===== src/lcd_drive_pkg.sv =====
// Purpose: Shared constants and types for the direct-drive glass LCD block
// Assumes: 25 MHz system clock
// Notes:   Times in their own units, cycle counts derived from them
package lcd_drive_pkg;
    localparam int          SEG_NUM          = 32;
    localparam int          COM_NUM          = 4;
    localparam int          CLK_HZ           = 25000000;
    localparam int          REFRESH_HZ_MIN   = 30;
    localparam int          REFRESH_HZ_MAX   = 75;
    localparam int          REFRESH_HZ_DEF   = 30;
    localparam int          PCT_MIN          = 10;
    localparam int          PCT_MAX          = 80;
    localparam int          PCT_DEF          = 33;
    localparam int          HALF_SLOTS       = 8;
    localparam int          DBL_SLOTS        = 4;
    localparam int          TRIG_CYC         = 16;
    localparam int          CNT_W            = 24;
    localparam logic [11:0] OFF_CTRL         = 12'h000;
    localparam logic [11:0] OFF_CONTRAST     = 12'h004;
    localparam logic [11:0] OFF_REFRESH      = 12'h008;
    localparam logic [11:0] OFF_STATUS       = 12'h00c;
    localparam logic [11:0] OFF_SEG0         = 12'h010;
    localparam int          CTRL_EN_BIT      = 0;
    localparam int          CTRL_METHOD_BIT  = 1;
    localparam logic [6:0]  CONTRAST_RESET   = 7'(PCT_DEF);
    localparam logic [6:0]  REFRESH_RESET    = 7'(REFRESH_HZ_DEF);
    localparam logic [1:0]  CTRL_RESET       = 2'h1;
    typedef enum logic [0:0] {
        METHOD_HALF   = 1'b0,
        METHOD_DOUBLE = 1'b1
    } method_t;
    typedef enum logic [1:0] {
        PH_ACT_HI  = 2'b00,
        PH_ACT_LO  = 2'b01,
        PH_CONTR   = 2'b10
    } phase_t;
endpackage


===== src/glass_lcd_direct_drive.sv =====
// What this block does
// - Segment on when segment line opposite to common, off when equal.
// - Half-supply: polarity alternates between each common's two slot pairs so mean DC across segments is zero.
// - Refresh rate configurable, held within 30 Hz to 75 Hz.
// - One phase per common line, each selecting exactly one common.
// - Half-supply: selected common high then low, segments follow, others mid.
// - Mid-level made by releasing unselected commons to high impedance.
// - Half-supply: contrast slot after each active pulse, selected common and all segments driven high.
// - One period timer reloaded with active or contrast duration per slot.
// - Double-pulse: commons float only in the one idle cycle between refreshes; high then low pulse replaces mid-level.
// - Double-pulse: each common in turn goes low then high.
// - Double-pulse: contrast slot after each pulse pair.
// - At most four common lines supported.
// - Reference setup drives 32 segments and 4 commons.
// - At 30 Hz each half-supply slot pair is one eighth of refresh.
// - Contrast change adjusts active time so slot pair stays constant.
// - Half-supply runs 16 states per refresh, restarting after the last.
// - Contrast never zero, limited to 10% through 80% of slot pair.
// - Short trigger pulse on entering first state of each refresh.
// - Contrast defaults to about 33% of the slot pair.
// - During low common phase segments show inverted stored pattern.
// - Double-pulse: two active pulses plus contrast fill a quarter period.
//
// Purpose: APB-controlled waveform generator for a multiplexed glass LCD
// Assumes: APB slave with zero wait states; pready always high
// Notes:   Pins are three-signal; enable high means driving
`timescale 1ns/1ns
`default_nettype none
module glass_lcd_direct_drive
    import lcd_drive_pkg::*;
(
    input  wire logic                ref_clk_in,
    input  wire logic                reset_n_in,
    input  wire logic                psel_in,
    input  wire logic                penable_in,
    input  wire logic                pwrite_in,
    input  wire logic [11:0]         paddr_in,
    input  wire logic [31:0]         pwdata_in,
    output logic      [31:0]         prdata_out,
    output logic                     pready_out,
    output logic                     pslverr_out,
    output logic      [SEG_NUM-1:0]  seg_out,
    output logic      [SEG_NUM-1:0]  seg_oe_out,
    output logic      [COM_NUM-1:0]  com_out,
    output logic      [COM_NUM-1:0]  com_oe_out,
    output logic                     refresh_trigger_out
);
    import lcd_drive_pkg::*;

    // Register file
    logic [1:0]         ctrl_r, ctrl_nxt;
    logic [6:0]         contrast_r, contrast_nxt;
    logic [6:0]         refresh_r, refresh_nxt;
    logic [SEG_NUM-1:0] pattern_r [COM_NUM];
    logic [SEG_NUM-1:0] pattern_nxt [COM_NUM];
    logic [31:0]        prdata_nxt;
    logic               pslverr_nxt;

    // Sequencer state
    logic [1:0]         com_idx_r, com_idx_nxt;
    phase_t             phase_r, phase_nxt;
    logic               polarity_r, polarity_nxt;
    method_t            method_r, method_nxt;
    logic [CNT_W-1:0]   act_cyc_r, act_cyc_nxt;
    logic [CNT_W-1:0]   con_cyc_r, con_cyc_nxt;
    logic               running_r, running_nxt;
    logic [4:0]         trig_cnt_r, trig_cnt_nxt;
    logic               load;
    logic [CNT_W-1:0]   load_val;
    logic               expire;
    logic [SEG_NUM-1:0] seg_nxt, seg_oe_nxt;
    logic [COM_NUM-1:0] com_nxt, com_oe_nxt;
    logic               trig_nxt;

    logic               wr_en, rd_en;
    logic               setup_en, seg_hit;
    logic               mapped;
    logic [6:0]         pct_clip, hz_clip;
    logic [31:0]        pair_cyc, con_calc;

    assign wr_en    = psel_in && penable_in && pwrite_in;
    // Read word launched in setup; pready never waits, so it must stand in access
    assign rd_en    = psel_in && !penable_in && !pwrite_in;
    assign setup_en = psel_in && !penable_in;
    // One pattern word per common
    assign seg_hit  = (paddr_in[11:4] == OFF_SEG0[11:4]) && (paddr_in[1:0] == 2'b00);

    // Writable words only; status is read-only and stays out
    always_comb begin
        mapped = 1'b0;
        if (paddr_in == OFF_CTRL) begin
            mapped = 1'b1;
        end else if (paddr_in == OFF_CONTRAST) begin
            mapped = 1'b1;
        end else if (paddr_in == OFF_REFRESH) begin
            mapped = 1'b1;
        end else if (seg_hit) begin
            mapped = 1'b1;
        end
    end

    // Clamp settings at write time so illegal values never reach the timer
    always_comb begin
        pct_clip = pwdata_in[6:0];
        if (pwdata_in[31:7] != '0 || pwdata_in[6:0] > 7'(PCT_MAX)) begin
            pct_clip = 7'(PCT_MAX);
        end else if (pwdata_in[6:0] < 7'(PCT_MIN)) begin
            pct_clip = 7'(PCT_MIN);
        end
        hz_clip = pwdata_in[6:0];
        if (pwdata_in[31:7] != '0 || pwdata_in[6:0] > 7'(REFRESH_HZ_MAX)) begin
            hz_clip = 7'(REFRESH_HZ_MAX);
        end else if (pwdata_in[6:0] < 7'(REFRESH_HZ_MIN)) begin
            hz_clip = 7'(REFRESH_HZ_MIN);
        end
    end

    always_comb begin
        ctrl_nxt     = ctrl_r;
        contrast_nxt = contrast_r;
        refresh_nxt  = refresh_r;
        pattern_nxt  = pattern_r;
        prdata_nxt   = prdata_out;
        pslverr_nxt  = 1'b0;
        if (wr_en) begin
            if (paddr_in == OFF_CTRL) begin
                ctrl_nxt = pwdata_in[1:0];
            end else if (paddr_in == OFF_CONTRAST) begin
                contrast_nxt = pct_clip;
            end else if (paddr_in == OFF_REFRESH) begin
                refresh_nxt = hz_clip;
            end else if (seg_hit) begin
                pattern_nxt[paddr_in[3:2]] = pwdata_in;
            end
        end
        // Error raised in setup so it stands at the access edge
        if (setup_en) begin
            if (pwrite_in) begin
                pslverr_nxt = !mapped;
            end else begin
                pslverr_nxt = !mapped && (paddr_in != OFF_STATUS);
            end
        end
        if (rd_en) begin
            prdata_nxt = '0;
            if (paddr_in == OFF_CTRL) begin
                prdata_nxt[1:0] = ctrl_r;
            end else if (paddr_in == OFF_CONTRAST) begin
                prdata_nxt[6:0] = contrast_r;
            end else if (paddr_in == OFF_REFRESH) begin
                prdata_nxt[6:0] = refresh_r;
            end else if (paddr_in == OFF_STATUS) begin
                prdata_nxt = {26'h0, running_r, method_r, polarity_r, phase_r == PH_CONTR,
                              com_idx_r};
            end else if (seg_hit) begin
                prdata_nxt = pattern_r[paddr_in[3:2]];
            end
        end
    end

    // Slot pair length from refresh rate; contrast share taken from it
    always_comb begin
        if (ctrl_r[CTRL_METHOD_BIT]) begin
            pair_cyc = 32'(CLK_HZ) / (32'(refresh_r) * 32'(DBL_SLOTS));
        end else begin
            pair_cyc = 32'(CLK_HZ) / (32'(refresh_r) * 32'(HALF_SLOTS));
        end
        con_calc = (pair_cyc * 32'(contrast_r)) / 32'd100;
    end

    lcd_slot_timer u_timer (
        .clk_in     (ref_clk_in),
        .rst_n_in   (reset_n_in),
        .load_in    (load),
        .value_in   (load_val),
        .expire_out (expire)
    );

    // Slot sequencer
    always_comb begin
        com_idx_nxt  = com_idx_r;
        phase_nxt    = phase_r;
        polarity_nxt = polarity_r;
        method_nxt   = method_r;
        act_cyc_nxt  = act_cyc_r;
        con_cyc_nxt  = con_cyc_r;
        running_nxt  = running_r;
        trig_cnt_nxt = (trig_cnt_r != '0) ? trig_cnt_r - 5'd1 : 5'd0;
        load         = 1'b0;
        load_val     = act_cyc_r;
        if (!running_r) begin
            if (ctrl_r[CTRL_EN_BIT]) begin
                // Settings latched only at sequence start
                method_nxt   = method_t'(ctrl_r[CTRL_METHOD_BIT]);
                con_cyc_nxt  = con_calc[CNT_W-1:0];
                act_cyc_nxt  = CNT_W'(pair_cyc - con_calc);
                // Double pulse shares the active time between two pulses
                if (ctrl_r[CTRL_METHOD_BIT]) begin
                    act_cyc_nxt = CNT_W'((pair_cyc - con_calc) >> 1);
                end
                running_nxt  = 1'b1;
                com_idx_nxt  = '0;
                polarity_nxt = 1'b0;
                phase_nxt    = (ctrl_r[CTRL_METHOD_BIT]) ? PH_ACT_LO : PH_ACT_HI;
                load         = 1'b1;
                load_val     = act_cyc_nxt;
                trig_cnt_nxt = 5'(TRIG_CYC);
            end
        end else if (expire) begin
            load = 1'b1;
            case (phase_r)
                PH_ACT_HI: begin
                    if (method_r == METHOD_HALF) begin
                        phase_nxt = PH_CONTR;
                        load_val  = con_cyc_r;
                    end else begin
                        phase_nxt = PH_CONTR;
                        load_val  = con_cyc_r;
                    end
                end
                PH_ACT_LO: begin
                    if (method_r == METHOD_HALF) begin
                        phase_nxt = PH_CONTR;
                        load_val  = con_cyc_r;
                    end else begin
                        phase_nxt = PH_ACT_HI;
                        load_val  = act_cyc_r;
                    end
                end
                default: begin
                    // Contrast over: next common or next polarity
                    load_val = act_cyc_r;
                    if (method_r == METHOD_HALF && !polarity_r) begin
                        // Second half of the common flips polarity for zero mean DC
                        polarity_nxt = 1'b1;
                        phase_nxt    = PH_ACT_LO;
                    end else begin
                        polarity_nxt = 1'b0;
                        phase_nxt    = (method_r == METHOD_HALF) ? PH_ACT_HI : PH_ACT_LO;
                        com_idx_nxt  = com_idx_r + 2'd1;
                        if (com_idx_r == 2'(COM_NUM - 1)) begin
                            // Loop restart applies new settings
                            running_nxt = 1'b0;
                            load        = 1'b0;
                        end
                    end
                end
            endcase
        end
    end

    // Pin drive from the current slot
    always_comb begin
        seg_oe_nxt = '1;
        com_oe_nxt = '0;
        com_nxt    = '0;
        seg_nxt    = '1;
        trig_nxt   = (trig_cnt_nxt != '0);
        if (running_nxt) begin
            case (phase_nxt)
                PH_ACT_HI: begin
                    com_nxt[com_idx_nxt]    = 1'b1;
                    com_oe_nxt[com_idx_nxt] = 1'b1;
                    seg_nxt = pattern_r[com_idx_nxt];
                end
                PH_ACT_LO: begin
                    // Common low, so the pattern is mirrored in both methods
                    com_oe_nxt[com_idx_nxt] = 1'b1;
                    seg_nxt = ~pattern_r[com_idx_nxt];
                end
                default: begin
                    // Selected common and segments high bleed off the bias left by the active slot
                    com_nxt[com_idx_nxt]    = 1'b1;
                    com_oe_nxt[com_idx_nxt] = 1'b1;
                    seg_nxt = '1;
                end
            endcase
            if (method_nxt == METHOD_DOUBLE) begin
                // Unselected commons get the complementary pulse, never floating
                for (int i = 0; i < COM_NUM; i++) begin
                    if (2'(i) != com_idx_nxt) begin
                        com_oe_nxt[i] = 1'b1;
                        com_nxt[i]    = (phase_nxt == PH_ACT_LO);
                    end
                end
            end
        end
    end

    always_ff @(posedge ref_clk_in or negedge reset_n_in) begin
        if (!reset_n_in) begin
            // Enable set at reset: the panel runs before software
            ctrl_r              <= CTRL_RESET;
            contrast_r          <= CONTRAST_RESET;
            refresh_r           <= REFRESH_RESET;
            for (int i = 0; i < COM_NUM; i++) begin
                pattern_r[i] <= '0;
            end
            prdata_out          <= '0;
            pready_out          <= 1'b1;
            pslverr_out         <= 1'b0;
            com_idx_r           <= '0;
            phase_r             <= PH_ACT_HI;
            polarity_r          <= 1'b0;
            method_r            <= METHOD_HALF;
            act_cyc_r           <= '0;
            con_cyc_r           <= '0;
            running_r           <= 1'b0;
            trig_cnt_r          <= '0;
            seg_out             <= '0;
            seg_oe_out          <= '0;
            com_out             <= '0;
            com_oe_out          <= '0;
            refresh_trigger_out <= 1'b0;
        end else begin
            ctrl_r              <= ctrl_nxt;
            contrast_r          <= contrast_nxt;
            refresh_r           <= refresh_nxt;
            pattern_r           <= pattern_nxt;
            prdata_out          <= prdata_nxt;
            pready_out          <= 1'b1;
            pslverr_out         <= pslverr_nxt;
            com_idx_r           <= com_idx_nxt;
            phase_r             <= phase_nxt;
            polarity_r          <= polarity_nxt;
            method_r            <= method_nxt;
            act_cyc_r           <= act_cyc_nxt;
            con_cyc_r           <= con_cyc_nxt;
            running_r           <= running_nxt;
            trig_cnt_r          <= trig_cnt_nxt;
            seg_out             <= seg_nxt;
            seg_oe_out          <= seg_oe_nxt;
            com_out             <= com_nxt;
            com_oe_out          <= com_oe_nxt;
            refresh_trigger_out <= trig_nxt;
        end
    end
endmodule
`default_nettype wire


===== src/lcd_slot_timer.sv =====
// Purpose: Reloadable period timer shared by active and contrast slots
// Assumes: Load has priority over counting
// Notes:   Expire is a one-cycle pulse when the count reaches one
`timescale 1ns/1ns
`default_nettype none
module lcd_slot_timer
    import lcd_drive_pkg::*;
(
    input  wire logic             clk_in,
    input  wire logic             rst_n_in,
    input  wire logic             load_in,
    input  wire logic [CNT_W-1:0] value_in,
    output logic                  expire_out
);
    logic [CNT_W-1:0] cnt_r;
    logic [CNT_W-1:0] cnt_nxt;

    always_comb begin
        if (load_in) begin
            cnt_nxt = value_in;
        end else if (cnt_r != '0) begin
            cnt_nxt = cnt_r - 1'b1;
        end else begin
            cnt_nxt = cnt_r;
        end
    end

    always_ff @(posedge clk_in or negedge rst_n_in) begin
        if (!rst_n_in) begin
            cnt_r <= '0;
        end else begin
            cnt_r <= cnt_nxt;
        end
    end

    // Not gated by load: the reload itself follows expire
    assign expire_out = (cnt_r == {{(CNT_W-1){1'b0}}, 1'b1});
endmodule
`default_nettype wire


===== config.mk =====
export PLATFORM = sky130hd
export DESIGN_NAME = glass_lcd_direct_drive
export DESIGN_NICKNAME = d
export VERILOG_FILES = /design/src/lcd_drive_pkg.sv /design/src/glass_lcd_direct_drive.sv /design/src/lcd_slot_timer.sv
export SDC_FILE = /design/constraint.sdc
export NUM_CORES = 2
export LEC_CHECK = 0
export ABC_AREA = 1
export BUFFER_PORTS_ARGS = -buffer_cell sky130_fd_sc_hd__buf_2
export CAP_MARGIN = 10
export CORE_UTILIZATION = 44
export DETAILED_ROUTE_END_ITERATION = 7
export PLACE_DENSITY = 0.62
export SETUP_SLACK_MARGIN = 0.05
export SLEW_MARGIN = 5
export SYNTH_ARGS = -nofsm -noshare
export SYNTH_HDL_FRONTEND = slang
export SYNTH_HIERARCHICAL = 1
export SYNTH_SLANG_ARGS = --single-unit

===== constraint.sdc =====
create_clock -name ref_clk_in -period 102.2 [get_ports ref_clk_in]
set_input_delay 30.66 -clock ref_clk_in [delete_from_list [all_inputs] [get_ports ref_clk_in]]
set_output_delay 30.66 -clock ref_clk_in [all_outputs]
set_load 0.03 [all_outputs]

==> flow_summary.yaml <==
run_status:
  status: "finished, final reports clean"
die:
  dieArea_um2: 109000
  ios: 156
  core-area_um2: 106000
  start_util_pct: 44.6
  die_h_um: 330
  die_w_um: 330
  rows: 119
cts:
  clock-root-buffer: "clkbuf_16"
  post-cts-setup-buffers: 0
  cts.clk_slew.worst_paths_ns: 0.07
  clock_sinks: 303
  htree_levels: 1
  tritoncts: "built"
  cts_resized: 0
  clk_latency_ns: 0.60
  cts_max_path_buffers: 3
  cts-buffers-inserted: 31
  hold_buffers: 0
setup_path:
  crit_type: "reg -> reg"
  cp_common_cell: "nand2_1"
  cpMaxStageDelayCell: "ha_1"
  arrival_ns: 87.83
  worstSetupEndpointType: "flip-flop"
  cpPeakStageDelay_ns: 0.83
  critPathRequiredTime_ns: 102.68
  start_kind: "flip-flop"
  path_max_fanout: 45
finish:
  final_common_cell: "nand2_1"
  final_cell_mix: "nand2_1, inv_1, nor2_1"
  layout.nets: 7854
  drive_gt1_share_pct: 11.2
  fin_area_um2: 49700
  synthToLayoutAreaGrowth_pct: 5.31
timing:
  finalMaxSlewViolations: 0
  clock_skew_ns: 0.0248
  tns_ns: 0
  hold_viol_final: 0
  setup_violations: 0
  period_share_pct: 85.5
  worst_slew_pin_slew_ns: 1.24
  max_freq_mhz: 11.4
  fin_crit_ns: 87.35
  max_slew_margin_pct: 17.2
  rsz0062_at_grt: "no"
route:
  vias_per_cell: 5.49
  drc: 0
  routed_wl_um: 153000
  wl_per_cell_um: 17.3
  firstDrtPassIters: 7
  via_count: 48600
  ant_nets: 0
  drt-initial-drc-count: 3797
placed_design:
  numPortBuffers: 154
  gp_congestion: 0.976
  dpl_cell_area_um2: 48500
  place_hpwl_um: 119000
global_routing:
  antenna_found_initial: 11
  grt_max_degree: 86
  grt.overflow.total: 0
  grt_util_all_layers_pct: 27.7
  grt_pass1_vias: 45500
  grt_pass1_wl_um: 244000
logic_synthesis:
  syn-cell-area_um2: 47200
  async_reset_ff_share_pct: 100
  synthFlopType: "dfrtp_1"
  postSynthAreaPerCell_um2: 6.37
  ys_ff_latch: 303
  synth_edf_count: 0
  synth-seq-area-share_pct: 16.1
  yosys_warnings: 6
  synthDistinctLibCells: 89
  postSynthCellCount: 7415
job:
  max_cap_violations: 0
min_path:
  hold_class: "reg -> reg"
==> synthesized netlist by cell type (14+ instances only) <==
library cell     n  area (µm²)
clkinv_1        19        71.3
buf_6           30         338
nand3_1        484        2420
o22ai_1         84         526
nand3_4         29         508
nand3b_1        28         210
clkbuf_1       115         432
ha_1           253        3170
o21ai_0        465        2330
o21ai_1         55         275
a21oi_1        301        1510
o21bai_1        44         330
nor2_2          86         538
o211ai_1        54         405
a22oi_1         14         105
fa_1           134        2680
xnor2_1         86         753
nand4_1        180        1130
o221ai_1        47         412
nand2_1       1922        7210
dfrtp_1        296        7410
inv_1         1110        4170
nor2_1         630        2360
or2_2           15        93.8
nand2_2        147         920
xor2_1         176        1540
buf_4           46         345
nor4_1          15        93.8
a31oi_1         16         100
o311ai_0        26         228
nor3_1          63         315
nor2_4          36         405
nand3_2         71         711
nand2_4         50         563
o21ai_2         21         184
inv_2           54         203
==> worst paths after layout <==
check                               from           endpoint  slack (ns)  cells past startpoint
setup / recovery               ctrl_r[1]  u_timer/cnt_r[23]       14.85                    507
hold / removal             trig_cnt_r[0]      trig_cnt_r[0]        0.48                      1
setup reg to reg               ctrl_r[1]  u_timer/cnt_r[23]       14.85                    507
hold reg to reg            trig_cnt_r[0]      trig_cnt_r[0]        0.48                      1
max in group asynchronous     reset_n_in        seg_out[10]       70.53                      2
min in group asynchronous     reset_n_in      seg_oe_out[0]       30.05                      1
==> critical path, delay by kind of cell (launching register included) <==
family / cells / cell delay [ns]
simple gates: 273 / 38.29
compound gates: 136 / 25.38
flops: 1 / 0.56
fa+ha+maj: 35 / 12.82
buf+inv: 60 / 9.25
xor+xnor: 3 / 0.59
==> state kept, by name, indices dropped and copies added, names as in the netlist, 2 cells and up <==
name	count
pattern_r	128
prdata_out	32
seg_out	32
act_cyc_r	24
con_cyc_r	24
u_timer/cnt_r	24
contrast_r	7
refresh_r	7
trig_cnt_r	5
com_oe_out	4
com_out	4
com_idx_r	2
ctrl_r	2
phase_r	2
==> layer usage <==
layer	global-route usage, %	share of wire, %
met1	37.8	45
met2	46.3	46
met3	2.98	5.6
met4	6.99	2.7
met5	0	0.060
==> cells by family (layout without fill, tap and decap cells) <==
logic type,Yosys count,after routing,share of synthesized area (%)
adder cells (fa/ha/maj),387,387,12.4
other,1,7,0.00795
buffers and inverters,1424,1450,12.9
XOR/XNOR,264,264,4.95
AND/OR/NAND/NOR,3792,3792,38.0
flip-flops,303,303,16.1
AO/OA/AOI/OAI,1244,1244,15.7
==> stage by stage <==
step	utilization, %	hold WS [ns]	std cells	setup WS (ns)
after global routing	46.9	0.513	8835	4.25
after floorplan	-	0.440	7416	28.87
final	47.0	0.478	8838	14.85
after CTS	46.9	0.479	8833	15.69
after detailed placement	45.9	0.469	8776	15.99
after global placement	45.9	0.466	8776	19.02
==> cell type report <==
class,count,area [µm²]
Sequential cell,303,7590
Tap cell,1391,1740
Multi-Input combinational cell,5689,33600
Antenna cell,5,12.5
Fill cell,11000,56200
Clock buffer,41,893
Timing Repair Buffer,200,1130
Inverter,1193,4530
Clock inverter,16,254
Power is not shown: default switching activity piles up to over one toggle a cycle in this logic, so the estimate is an artifact.
